<file path="config.mk">
export PLATFORM = sky130hd
export DESIGN_NAME = sms_port
export DESIGN_NICKNAME = d
export VERILOG_FILES = /design/src/inc/sms_pkg.sv /design/src/rtl/sms_clkdiv.sv /design/src/rtl/sms_port.sv
export SDC_FILE = /design/constraint.sdc
export NUM_CORES = 1
export LEC_CHECK = 0
export CORE_ASPECT_RATIO = 1.1
export CORE_UTILIZATION = 40
export CTS_BUF_LIST = sky130_fd_sc_hd__clkbuf_8
export DETAILED_ROUTE_END_ITERATION = 7
export DONT_BUFFER_PORTS = 1
export PLACE_DENSITY = 0.53
export SYNTH_ARGS = -nofsm -noshare
export SYNTH_HDL_FRONTEND = slang
export SYNTH_SLANG_ARGS = --single-unit
</file>
<file path="constraint.sdc">
create_clock -name clock -period 2.1 [get_ports clock]
set_input_delay 0.21 -clock clock [delete_from_list [all_inputs] [get_ports clock]]
set_output_delay 0.21 -clock clock [all_outputs]
set_load 0.005 [all_outputs]
</file>
<file path="src/inc/sms_pkg.sv">
`default_nettype none

package sms_pkg;

  // Register indices; the byte address is four times the index.
  localparam logic [7:0] CTRL_IDX    = 8'h9d;
  localparam logic [7:0] STAT_IDX    = 8'h9e;
  localparam logic [7:0] DATA_IDX    = 8'h9f;

  // Control register fields.
  localparam int         CTRL_EN_B   = 7;
  localparam int         CTRL_MASTER_SELECT_B = 5;
  localparam int         CTRL_CLOCK_IDLE_LEVEL_B = 4;
  localparam int         CTRL_CLOCK_SAMPLE_EDGE_B = 3;
  localparam logic [7:0] CTRL_MASK   = 8'hbf;
  localparam logic [7:0] CTRL_RESET  = 8'h00;

  // Status register fields.
  localparam int         STAT_DONE_B = 7;
  localparam int         STAT_WRITE_COLLISION_FLAG_B = 6;
  localparam int         STAT_TXE_B  = 3;
  localparam int         STAT_BIT_ORDER_SELECT_B = 2;
  localparam int         STAT_IRQE_B = 0;

  // Transfer geometry.
  localparam logic [3:0] BYTE_BITS   = 4'h8;
  localparam logic [4:0] LAST_EDGE   = 5'h0f;
  localparam logic [7:0] IDLE_BYTE   = 8'h00;

  // Half SCK period for divider code 0, in system clocks.
  localparam logic [8:0] HALF_BASE   = 9'h002;

  localparam logic [1:0] RESP_OKAY   = 2'h0;
  localparam logic [1:0] RESP_SLVERR = 2'h2;

  typedef enum logic {
    ST_IDLE  = 1'b0,
    ST_SHIFT = 1'b1
  } sms_state_t;

endpackage

`default_nettype wire

</file>
<file path="src/rtl/sms_clkdiv.sv">
`default_nettype none

module sms_clkdiv
  import sms_pkg::*;
(
  // Clock and reset.
  input  wire logic       clock,
  input  wire logic       resetn,
  // Control.
  input  wire logic       run,
  input  wire logic [2:0] sel,
  // Half-period strobe.
  output logic            tick
);

  logic [8:0] cnt_q;
  logic [8:0] term;

  // Code n gives half period 2<<n, so SCK is the system clock over 4<<n.
  assign term = 9'((HALF_BASE << sel) - 9'h001);

  always_ff @(posedge clock or negedge resetn) begin
    if (!resetn) begin
      cnt_q <= 9'h000;
      tick  <= 1'b0;
    end else if (!run) begin
      cnt_q <= 9'h000;
      tick  <= 1'b0;
    end else if (cnt_q == term) begin
      cnt_q <= 9'h000;
      tick  <= 1'b1;
    end else begin
      cnt_q <= 9'(cnt_q + 9'h001);
      tick  <= 1'b0;
    end
  end
endmodule

`default_nettype wire

</file>
<file path="src/rtl/sms_port.sv">
// Decided for this implementation: the placing of the registers and the AXI4-Lite slave port.
`default_nettype none

module sms_port
  import sms_pkg::*;
#(
  parameter int ADDR_W = 12
)
(
  // Clock and reset.
  input  wire logic              clock,
  input  wire logic              resetn,
  // AXI4-Lite write channels.
  input  wire logic [ADDR_W-1:0] s_axi_awaddr,
  input  wire logic              s_axi_awvalid,
  output logic                   s_axi_awready,
  input  wire logic [31:0]       s_axi_wdata,
  input  wire logic [3:0]        s_axi_wstrb,
  input  wire logic              s_axi_wvalid,
  output logic                   s_axi_wready,
  output logic [1:0]             s_axi_bresp,
  output logic                   s_axi_bvalid,
  input  wire logic              s_axi_bready,
  // AXI4-Lite read channels.
  input  wire logic [ADDR_W-1:0] s_axi_araddr,
  input  wire logic              s_axi_arvalid,
  output logic                   s_axi_arready,
  output logic [31:0]            s_axi_rdata,
  output logic [1:0]             s_axi_rresp,
  output logic                   s_axi_rvalid,
  input  wire logic              s_axi_rready,
  // Serial pins, output enables active low.
  input  wire logic              sck_i,
  output logic                   sck_o,
  output logic                   sck_oe_n,
  input  wire logic              mosi_i,
  output logic                   mosi_o,
  output logic                   mosi_oe_n,
  input  wire logic              miso_i,
  output logic                   miso_o,
  output logic                   miso_oe_n,
  input  wire logic              sel_n_i,
  // Transfer-done interrupt request.
  output logic                   irq
);

  if (ADDR_W < 10 || ADDR_W > 32) begin : g_chk
    $error("ADDR_W must be 10 to 32");
  end

  function automatic logic addr_hit(input logic [ADDR_W-1:0] a,
                                    input logic [7:0]        idx);
    addr_hit = ((a >> 2) == ADDR_W'(idx)) && (a[1:0] == 2'b00);
  endfunction

  function automatic logic tx_bit(input logic [7:0] d,
                                  input logic [3:0] i,
                                  input logic       lsb_first);
    if (i >= BYTE_BITS) begin
      tx_bit = 1'b0;
    end else if (lsb_first) begin
      tx_bit = d[i[2:0]];
    end else begin
      tx_bit = d[3'(3'd7 - i[2:0])];
    end
  endfunction

  logic [ADDR_W-1:0] aw_addr_q;
  logic              aw_have_q;
  logic              w_have_q;
  logic [7:0]        w_data_q;
  logic              w_lane_q;
  logic [7:0]        ctrl_q;
  logic              done_q;
  logic              write_collision_flag_q;
  logic              bit_order_select_q;
  logic              irqe_q;
  logic [7:0]        tx_q;
  logic              tx_full_q;
  logic [7:0]        rx_q;
  logic [4:0]        ecnt_q;
  logic              sck_prev_q;
  sms_state_t        st_q;

  logic wr_go, wr_ctrl, wr_stat, wr_data, wr_bad;
  logic en, master_select, clock_idle_level, clock_sample_edge, slave_sel, tick;
  logic m_edge, s_edge, edge_ev, samp, drive, last;
  logic active, start_m, coll, load, in_bit, out_d;
  logic [3:0] nxt_idx;
  logic [7:0] rd_d;
  logic       rd_err;

  // Write decode.
  assign wr_go   = aw_have_q & w_have_q & ~s_axi_bvalid;
  assign wr_ctrl = wr_go & w_lane_q & addr_hit(aw_addr_q, CTRL_IDX);
  assign wr_stat = wr_go & w_lane_q & addr_hit(aw_addr_q, STAT_IDX);
  assign wr_data = wr_go & w_lane_q & addr_hit(aw_addr_q, DATA_IDX);
  assign wr_bad  = !(addr_hit(aw_addr_q, CTRL_IDX)
                   | addr_hit(aw_addr_q, STAT_IDX)
                   | addr_hit(aw_addr_q, DATA_IDX));

  assign en        = ctrl_q[CTRL_EN_B];
  assign master_select      = ctrl_q[CTRL_MASTER_SELECT_B];
  assign clock_idle_level      = ctrl_q[CTRL_CLOCK_IDLE_LEVEL_B];
  assign clock_sample_edge      = ctrl_q[CTRL_CLOCK_SAMPLE_EDGE_B];
  assign slave_sel = en & ~master_select & ~sel_n_i;

  // Edges: master from the divider, slave from the pin, gated by select
  // and by a pending done flag so a finished byte is not overrun.
  assign m_edge  = tick & (st_q == ST_SHIFT) & en & master_select;
  assign s_edge  = slave_sel & ~done_q & (sck_i != sck_prev_q);
  assign edge_ev = master_select ? m_edge : s_edge;
  assign samp    = edge_ev & (ecnt_q[0] == clock_sample_edge);
  assign drive   = edge_ev & ~samp;
  assign last    = edge_ev & (ecnt_q == LAST_EDGE);
  assign nxt_idx = 4'((6'(ecnt_q) + 6'h01 + {5'h00, ~clock_sample_edge}) >> 1);
  assign in_bit  = master_select ? miso_i : mosi_i;

  assign active  = master_select ? (st_q == ST_SHIFT) : (slave_sel & (ecnt_q != 5'h00));
  assign start_m = wr_data & en & master_select & (st_q == ST_IDLE);
  assign coll    = wr_data & en & active;
  assign load    = wr_data & ~coll;

  sms_clkdiv u_div (
    .clock  (clock),
    .resetn (resetn),
    .run    (st_q == ST_SHIFT),
    .sel    (ctrl_q[2:0]),
    .tick   (tick)
  );

  // AXI write address and data, taken in either order.
  always_ff @(posedge clock or negedge resetn) begin
    if (!resetn) begin
      aw_have_q     <= 1'b0;
      aw_addr_q     <= '0;
      s_axi_awready <= 1'b1;
    end else if (s_axi_awvalid && s_axi_awready) begin
      aw_have_q     <= 1'b1;
      aw_addr_q     <= s_axi_awaddr;
      s_axi_awready <= 1'b0;
    end else if (s_axi_bvalid && s_axi_bready) begin
      s_axi_awready <= 1'b1;
    end else if (wr_go) begin
      aw_have_q     <= 1'b0;
    end
  end

  always_ff @(posedge clock or negedge resetn) begin
    if (!resetn) begin
      w_have_q     <= 1'b0;
      w_data_q     <= 8'h00;
      w_lane_q     <= 1'b0;
      s_axi_wready <= 1'b1;
    end else if (s_axi_wvalid && s_axi_wready) begin
      w_have_q     <= 1'b1;
      w_data_q     <= s_axi_wdata[7:0];
      w_lane_q     <= s_axi_wstrb[0];
      s_axi_wready <= 1'b0;
    end else if (s_axi_bvalid && s_axi_bready) begin
      s_axi_wready <= 1'b1;
    end else if (wr_go) begin
      w_have_q     <= 1'b0;
    end
  end

  always_ff @(posedge clock or negedge resetn) begin
    if (!resetn) begin
      s_axi_bvalid <= 1'b0;
      s_axi_bresp  <= RESP_OKAY;
    end else if (wr_go) begin
      s_axi_bvalid <= 1'b1;
      s_axi_bresp  <= wr_bad ? RESP_SLVERR : RESP_OKAY;
    end else if (s_axi_bready) begin
      s_axi_bvalid <= 1'b0;
    end
  end

  // Read path.
  always_comb begin
    rd_d   = 8'h00;
    rd_err = 1'b0;
    if (addr_hit(s_axi_araddr, CTRL_IDX)) begin
      rd_d = ctrl_q;
    end else if (addr_hit(s_axi_araddr, STAT_IDX)) begin
      rd_d[STAT_DONE_B] = done_q;
      rd_d[STAT_WRITE_COLLISION_FLAG_B] = write_collision_flag_q;
      rd_d[STAT_TXE_B]  = ~tx_full_q;
      rd_d[STAT_BIT_ORDER_SELECT_B] = bit_order_select_q;
      rd_d[STAT_IRQE_B] = irqe_q;
    end else if (addr_hit(s_axi_araddr, DATA_IDX)) begin
      rd_d = rx_q;
    end else begin
      rd_err = 1'b1;
    end
  end

  always_ff @(posedge clock or negedge resetn) begin
    if (!resetn) begin
      s_axi_arready <= 1'b1;
      s_axi_rvalid  <= 1'b0;
      s_axi_rdata   <= 32'h0000_0000;
      s_axi_rresp   <= RESP_OKAY;
    end else if (s_axi_arvalid && s_axi_arready) begin
      s_axi_arready <= 1'b0;
      s_axi_rvalid  <= 1'b1;
      s_axi_rdata   <= {24'h00_0000, rd_d};
      s_axi_rresp   <= rd_err ? RESP_SLVERR : RESP_OKAY;
    end else if (s_axi_rvalid && s_axi_rready) begin
      s_axi_rvalid  <= 1'b0;
      s_axi_arready <= 1'b1;
    end
  end

  // Configuration.
  always_ff @(posedge clock or negedge resetn) begin
    if (!resetn) begin
      ctrl_q <= CTRL_RESET;
      bit_order_select_q <= 1'b0;
      irqe_q <= 1'b0;
    end else begin
      if (wr_ctrl) begin
        ctrl_q <= w_data_q & CTRL_MASK;
      end
      if (wr_stat) begin
        bit_order_select_q <= w_data_q[STAT_BIT_ORDER_SELECT_B];
        irqe_q <= w_data_q[STAT_IRQE_B];
      end
    end
  end

  // Sticky flags: software clears by writing zero, a new event wins.
  always_ff @(posedge clock or negedge resetn) begin
    if (!resetn) begin
      done_q <= 1'b0;
      write_collision_flag_q <= 1'b0;
    end else begin
      done_q <= last
        | (done_q & ~(wr_stat & ~w_data_q[STAT_DONE_B]));
      write_collision_flag_q <= coll
        | (write_collision_flag_q & ~(wr_stat & ~w_data_q[STAT_WRITE_COLLISION_FLAG_B]));
    end
  end

  always_ff @(posedge clock or negedge resetn) begin
    if (!resetn) begin
      irq <= 1'b0;
    end else begin
      irq <= done_q & irqe_q;
    end
  end

  // Master sequencing.
  always_ff @(posedge clock or negedge resetn) begin
    if (!resetn) begin
      st_q <= ST_IDLE;
    end else begin
      case (st_q)
        ST_IDLE: begin
          if (start_m) begin
            st_q <= ST_SHIFT;
          end
        end
        ST_SHIFT: begin
          if (!en || !master_select || last) begin
            st_q <= ST_IDLE;
          end
        end
        default: begin
          st_q <= ST_IDLE;
        end
      endcase
    end
  end

  // Edge counter; a high select in slave mode or a disabled port restarts the byte.
  always_ff @(posedge clock or negedge resetn) begin
    if (!resetn) begin
      ecnt_q <= 5'h00;
    end else if (!en || (!master_select && sel_n_i) || start_m || last) begin
      ecnt_q <= 5'h00;
    end else if (edge_ev) begin
      ecnt_q <= 5'(ecnt_q + 5'h01);
    end
  end

  always_ff @(posedge clock or negedge resetn) begin
    if (!resetn) begin
      sck_prev_q <= 1'b0;
    end else begin
      sck_prev_q <= sck_i;
    end
  end

  // Transmit register. A slave that finished a byte reverts to zeros so
  // an unwritten next byte goes out as the idle pattern.
  always_ff @(posedge clock or negedge resetn) begin
    if (!resetn) begin
      tx_q      <= IDLE_BYTE;
      tx_full_q <= 1'b0;
    end else if (load) begin
      tx_q      <= w_data_q;
      tx_full_q <= 1'b1;
    end else if (last) begin
      tx_full_q <= 1'b0;
      if (!master_select) begin
        tx_q <= IDLE_BYTE;
      end
    end
  end

  always_ff @(posedge clock or negedge resetn) begin
    if (!resetn) begin
      rx_q <= 8'h00;
    end else if (samp) begin
      rx_q <= bit_order_select_q ? {in_bit, rx_q[7:1]}
                     : {rx_q[6:0], in_bit};
    end
  end

  // Data out: the first bit stands before any edge, later bits change
  // only on drive edges so the far side always samples stable data.
  always_comb begin
    out_d = mosi_o;
    if (ecnt_q == 5'h00 && !edge_ev) begin
      out_d = tx_bit(tx_q, 4'h0, bit_order_select_q);
    end else if (drive) begin
      out_d = tx_bit(tx_q, nxt_idx, bit_order_select_q);
    end
  end

  always_ff @(posedge clock or negedge resetn) begin
    if (!resetn) begin
      mosi_o <= 1'b0;
      miso_o <= 1'b0;
    end else begin
      mosi_o <= out_d;
      miso_o <= out_d;
    end
  end

  always_ff @(posedge clock or negedge resetn) begin
    if (!resetn) begin
      sck_o <= 1'b0;
    end else if (st_q == ST_IDLE || !en || !master_select) begin
      sck_o <= clock_idle_level;
    end else if (m_edge) begin
      sck_o <= ~sck_o;
    end
  end

  always_ff @(posedge clock or negedge resetn) begin
    if (!resetn) begin
      sck_oe_n  <= 1'b1;
      mosi_oe_n <= 1'b1;
      miso_oe_n <= 1'b1;
    end else begin
      sck_oe_n  <= ~(en & master_select);
      mosi_oe_n <= ~(en & master_select);
      miso_oe_n <= ~slave_sel;
    end
  end
endmodule

`default_nettype wire

</file>
==> results of run 1 <==
## through the flow
| stage | setup slack, ns | power [mW] |
|---|---|---|
| global placement | 0.0537 | 2.60 |
| global route | -0.00626 | 4.11 |
| CTS | 0.0834 | 3.93 |
| finish | 0.117 | 3.88 |
| detailed placement | 0.00388 | 2.62 |
| floorplan | 0.0695 | 2.53 |
## critical path, stage by stage (launching register included)
cell and delay [ns]:
dfrtp_1 0.39, buf_4 0.15, ha_1 0.23, and3_1 0.19, ha_1 0.28, or4b_1 0.53, a21oi_1 0.15
## cell type report
| cell class | instances | area, um^2 |
|---|---|---|
| clock inverter | 5 | 63.8 |
| clock buffer | 11 | 151 |
| sequential | 88 | 2210 |
| inverter | 21 | 78.8 |
| timing repair buffer | 51 | 475 |
| multi-input combinational | 299 | 1980 |
| fill | 1058 | 5710 |
| tap | 147 | 184 |
## state kept, by name (all words and copies together) (netlist names), 5 cells and up
register	cells
ctrl_q	7
s_axi_rdata	8
aw_addr_q	12
u_div.cnt_q	9
ecnt_q	5
tx_q	8
w_data_q	8
rx_q	8
## worst min-delay path by stage
stage                      start             end  slack, ns  cells past startpoint
after CTS                 resetn  u_div.cnt_q[6]      -0.49                      0
after detailed placement  resetn             irq      -0.08                      0
after global routing      resetn  u_div.cnt_q[8]      -0.50                      0
after global placement    resetn  u_div.cnt_q[3]      -0.08                      0
after floorplan           resetn    aw_addr_q[0]      -0.09                      0
final                     resetn  u_div.cnt_q[6]      -0.47                      0
## Yosys cell counts (3+ instances only)
master,n
buf_4,28
nor2b_1,3
nor3_1,11
a21oi_1,8
nor2_1,18
and3_1,4
o21ai_0,42
xnor2_1,9
mux4_2,3
nand2_1,46
nor4_1,5
dfrtp_1,83
dfstp_2,5
nand3b_1,4
inv_1,20
buf_2,5
ha_1,6
nand4b_1,3
xor2_1,4
nand2b_1,4
a22oi_1,3
mux2_2,26
o31ai_1,8
mux2i_1,17
nand4_1,4
clkbuf_1,10
nand3_1,17
## layer usage
layer | global-route usage, % | vias up
li1 | - | 1531
met1 | 23.5 | 1502
met2 | 27.6 | 74
met3 | 3.36 | 12
met4 | 7.14 | 0
met5 | 0 | -
## report_power, final
group / internal [mW] / switching [mW] / leakage (nW) / total (mW)
registers: 1.96 / 0.182 / 1.15 / 2.14
logic: 0.289 / 0.204 / 0.944 / 0.493
clock network: 0.623 / 0.625 / 0.106 / 1.25
## timing repair
action                                  4_1_cts  5_1_grt
pin swaps                                     1        0
endpoints found under the setup margin        3        3
buffers inserted                              0        1
resized for setup                             0        2
endpoints found under the hold margin       117       88
## logic make-up (layout without fill, tap and decap cells)
| family | Yosys count | in the layout |
|---|---|---|
| XOR/XNOR | 13 | 13 |
| buffers and inverters | 66 | 88 |
| AND/OR/NAND/NOR | 135 | 135 |
| multiplexers | 46 | 46 |
| adder cells (fa/ha/maj) | 6 | 6 |
| flip-flops | 88 | 88 |
| AO/OA/AOI/OAI | 73 | 73 |
| other | 1 | 26 |
==> impl_metrics.py, run 1 <==
metrics = {
    "setup_path": {
        "startpoint_type": "flip-flop",
        "cp.required_ns": 2.39,
        "setup.worst_path.end": "ecnt_q[2]",
        "worst_ep_arrival_time_ns": 2.27,
        "regToRegEndpoint": "ecnt_q[2]",
        "startpoint": "ecnt_q[0]",
        "crit_fanout": 8,
        "r2r_start": "ecnt_q[0]",
        "critical_path_class": "flip-flop to flip-flop",
        "end_kind": "flip-flop",
        "rr_worst_depth": 6,
        "reg2reg_slack_ns": 0.12,
    },
    "pwr": {
        "power_density_nw_per_um2": 755,
        "vdd_drop_max_mv": 0.606,
        "p_leak_nw": 2.20,
    },
    "clock_tree": {
        "cts_made_buffers": 9,
        "htree_levels": 3,
        "ctsHoldBuffers": 32,
        "clock-root-buffer": "clkbuf_8",
        "clk_pin_slew_ns": 0.09,
        "cts.sinks": 88,
        "cts_tree": "done",
        "clkLatencyLatePin_ns": 0.36,
        "clockBufferDepth": 2,
    },
    "final_layout": {
        "layout_commonest_cell": "dfrtp_1",
        "final_cell_mix": "dfrtp_1 (83), nand2_1 (46), o21ai_0 (42)",
        "final_util_pct": 47.4,
        "postLayoutCellArea_um2": 5150,
        "drive_above_1_share_pct": 16.0,
        "area_growth_pct": 15.7,
        "layout.nets": 547,
        "n_antenna_cell": 0,
        "layoutNonFillerInstCount": 622,
    },
    "sta": {
        "drv_slew": 0,
        "setup_viol_count_final": 0,
        "rsz0062_at_grt": "true",
        "max_clock_freq_ghz": 0.504,
        "fin_crit_sh_pct": 94.4,
        "max_slew.worst_pin.slew_ns": 0.687,
        "max_slew_margin_pct": 54.2,
        "skew_ns": 0.00959,
        "whs_ns": -0.468,
        "tns_ns": 0,
        "period_minus_slack_ns": 1.98,
        "hold_viol": 88,
    },
    "drt": {
        "vias": 3119,
        "highest_layer": "met4",
        "avgRoutedWirePerCell_um": 14.9,
        "vias_per_cell": 5.01,
        "finalWirelength_um": 9270,
        "first_iter_violations": 156,
        "met2_length_um": 4460,
        "drc_errors": 0,
        "first_pass_iters": 4,
        "wl_met1_um": 4310,
        "detail-route-antenna-nets": 0,
        "met3_length_um": 329,
    },
    "global_routing": {
        "grt_use_total_pct": 17.5,
        "antenna_found_initial": 0,
        "grt_first_pass_wirelength_um": 15400,
        "grt_pass1_vias": 3046,
        "grt_max_degree": 89,
        "overflow": 0,
    },
    "logic_synthesis": {
        "synth_cell_type_count": 53,
        "synth_top_family_by_area": "simple AND/OR/NAND/NOR gates",
        "ys.flop_type": "dfrtp_1",
        "synth_cells": 428,
        "synth_top_area_share_pct": 46.7,
        "synth_warnings": 0,
        "synth_fa_ha_area_share_pct": 1.69,
        "muxShareOfSynthArea_pct": 11.9,
        "ys_seq_area_share_pct": 49.6,
        "synth-simple-area-share_pct": 15.9,
        "synth_edf_count": 0,
        "avgSynthCellArea_um2": 10.4,
        "synth.largest_area_cell": "dfrtp_1",
        "synth_compound_area_share_pct": 10.1,
        "synth_xor_area_share_pct": 2.56,
        "ys_seq_elements": 88,
        "netlist_top_cells_area": "dfrtp_1 (47%), mux2_2 (6.6%), buf_4 (4.7%)",
        "synthArstFlopShare_pct": 100,
        "synth.cell_area_um2": 4450,
    },
    "placed_design": {
        "dp_hpwl_um": 6440,
        "gp_congestion": 0.788,
        "io_buffers": 0,
        "place_inst": 573,
        "postPlaceCellArea_um2": 4590,
    },
    "floorplan": {
        "io_pins": 119,
        "rows": 40,
        "die_area_um2": 11500,
        "die_height_um": 113,
        "core_area_um2": 10900,
        "initial_core_util_pct": 41.0,
        "fp.dieW_um": 103,
    },
    "outcome": {
        "violations": "negative hold slack",
        "status": "finished, violations left",
    },
    "min_path": {
        "hp-class": "primary input to asynchronous set/reset pin",
    },
    "flow_run": {
        "cap_violations": 0,
    },
}
Power figures use the tool's default switching activity.
==> run 2: changes to the inputs <==
CORE_UTILIZATION = 50   (was 40)
PLACE_DENSITY = 0.65   (was 0.53)
SETUP_SLACK_MARGIN = 0.4   (was default)
==> impl_metrics.py, run 2 (synthesized netlist as in run 1, its figures left out) <==
metrics = {
    "final_layout": {
        "layout.nets": 552,
        "n_antenna_cell": 0,
        "register_area_um2": 2210,
        "largest_register": "aw_addr_q",
        "final_cell_mix": "dfrtp_1 (79), nand2_1 (44), dlygate4sd3_1 (28)",
        "top_regs": "aw_addr_q x12, u_div.cnt_q x9",
        "area_growth_pct": 20.5,
        "drive_above_1_share_pct": 24.4,
        "multi_input_area_um2": 2190,
        "postLayoutCellArea_um2": 5360,
        "largest_reg_flops": 12,
        "fillers": 687,
        "layout_commonest_cell": "dfrtp_1",
    },
    "pwr": {
        "vdd_drop_max_mv": 0.618,
        "power_density_nw_per_um2": 749,
        "p_leak_nw": 2.29,
        "total_power_mw": 4.01,
    },
    "global_routing": {
        "overflow": 0,
        "grt_first_pass_wirelength_um": 15700,
        "use_met3_pct": 3.92,
        "grt_max_degree": 89,
        "met2_usage_pct": 37.2,
        "busiest_layer": "met2",
        "grt_pass1_vias": 3235,
        "grt_use_total_pct": 21.7,
        "use_met1_pct": 27.1,
        "antenna_found_initial": 0,
    },
    "drt": {
        "first_iter_violations": 126,
        "drc_errors": 0,
        "finalWirelength_um": 9780,
        "avgRoutedWirePerCell_um": 16.6,
        "vias_per_cell": 5.52,
        "first_pass_iters": 4,
        "detail-route-antenna-nets": 0,
        "vias": 3261,
    },
    "outcome": {
        "status": "finished, violations left",
        "violations": "negative hold slack",
    },
    "placed_design": {
        "gp_congestion": 0.816,
        "io_buffers": 0,
        "dp_hpwl_um": 6300,
        "postPlaceCellArea_um2": 4530,
    },
    "setup_path": {
        "regToRegEndpoint": "ecnt_q[4]",
        "crit_fanout": 5,
        "rr_worst_depth": 5,
        "startpoint_type": "flip-flop",
        "critical_path_class": "flip-flop to flip-flop",
        "worst_ep_arrival_time_ns": 2.16,
        "cp.required_ns": 2.34,
        "reg2reg_slack_ns": 0.17,
        "worstPathCellList": "or4_4, nor4_4, nand3_2, o31ai_4, nor2_1",
        "crit_family": "simple AND/OR/NAND/NOR gates",
        "end_kind": "flip-flop",
        "cp_slowest_stage_delay_ns": 0.56,
        "critPathSlowestCell": "or4_4",
        "r2r_start": "aw_addr_q[0]",
        "worst-path-buf-inv": 0,
    },
    "sta": {
        "setup_viol_count_final": 0,
        "hold_viol": 88,
        "max_clock_freq_ghz": 0.519,
        "rsz0062_at_grt": "true",
        "skew_ns": 0.00905,
        "tns_ns": 0,
        "max_slew_margin_pct": 52.1,
        "fin_crit_sh_pct": 91.7,
        "whs_ns": -0.464,
        "drv_slew": 0,
        "max_slew.worst_pin.slew_ns": 0.718,
        "period_minus_slack_ns": 1.93,
    },
    "floorplan": {
        "core_area_um2": 8500,
        "rows": 35,
        "fp.dieW_um": 91.9,
        "initial_core_util_pct": 52.4,
        "die_height_um": 101,
        "die_area_um2": 9280,
        "io_pins": 119,
    },
    "clock_tree": {
        "ctsHoldBuffers": 28,
        "clockBufferDepth": 2,
        "clk_pin_slew_ns": 0.09,
        "cts.sinks": 88,
        "clock-root-buffer": "clkbuf_8",
        "cts_made_buffers": 9,
        "clkLatencyLatePin_ns": 0.36,
        "cts_tree": "done",
        "htree_levels": 3,
    },
    "flow_run": {
        "cap_violations": 0,
    },
    "min_path": {
        "hp-class": "primary input to asynchronous set/reset pin",
    },
}
[run 2: stage by stage]
stage                     util [%]  hold slack (ns)  worst slack, ns  std cells
after floorplan                  -          -0.0856            0.185        453
after global placement        53.3          -0.0838            0.139        529
after detailed placement      53.3          -0.0829           0.0753        529
after CTS                     61.0           -0.480            0.103        581
after global routing          63.1           -0.482           0.0221        591
final                         63.1           -0.464            0.174        591
[run 2: timing repair]
| item | CTS | global route |
|---|---|---|
| gates cloned | 1 | 1 |
| buffers inserted | 7 | 9 |
| pin swaps | 6 | 10 |
| endpoints found under the setup margin | 44 | 44 |
| resized for setup | 23 | 23 |
| hold endpoints to repair | 115 | 88 |
[run 2: worst max path at each step]
stage	start	cells past startpoint	endpoint	slack, ns
floorplan	ecnt_q[0]	7	miso_o	0.18
global placement	ecnt_q[0]	7	miso_o	0.14
detailed placement	ecnt_q[0]	7	miso_o	0.08
CTS	ecnt_q[0]	7	miso_o	0.10
global route	aw_addr_q[0]	5	ecnt_q[4]	0.02
finish	aw_addr_q[0]	5	ecnt_q[4]	0.17
[run 2: per-layer routing]
layer	share of wire, %	vias to the layer above
met5	0	-
met4	1.7	0
met2	52	96
met3	4.1	15
met1	42	1602
li1	-	1548
[run 2: where the power goes]
group / switching, mW / internal [mW]
clock network: 0.605 / 0.734
registers: 0.223 / 1.96
logic: 0.213 / 0.279
total: 1.04 / 2.97
[run 2: area by class of cell]
| class | count | share of cell area, % |
|---|---|---|
| flip-flops and latches | 88 | 41.3 |
| multi-input cells | 300 | 40.9 |
| repair buffers | 55 | 9.38 |
| clock buffers | 11 | 2.82 |
| well taps | 111 | 2.59 |
| clock inverters | 5 | 1.49 |
| inverters | 21 | 1.47 |
[run 2: worst reg2reg max path, cell delays in order (launching register included)]
cell and delay, ns:
dfrtp_1 0.39, or4_4 0.56, nor4_4 0.24, nand3_2 0.20, o31ai_4 0.33, nor2_1 0.09
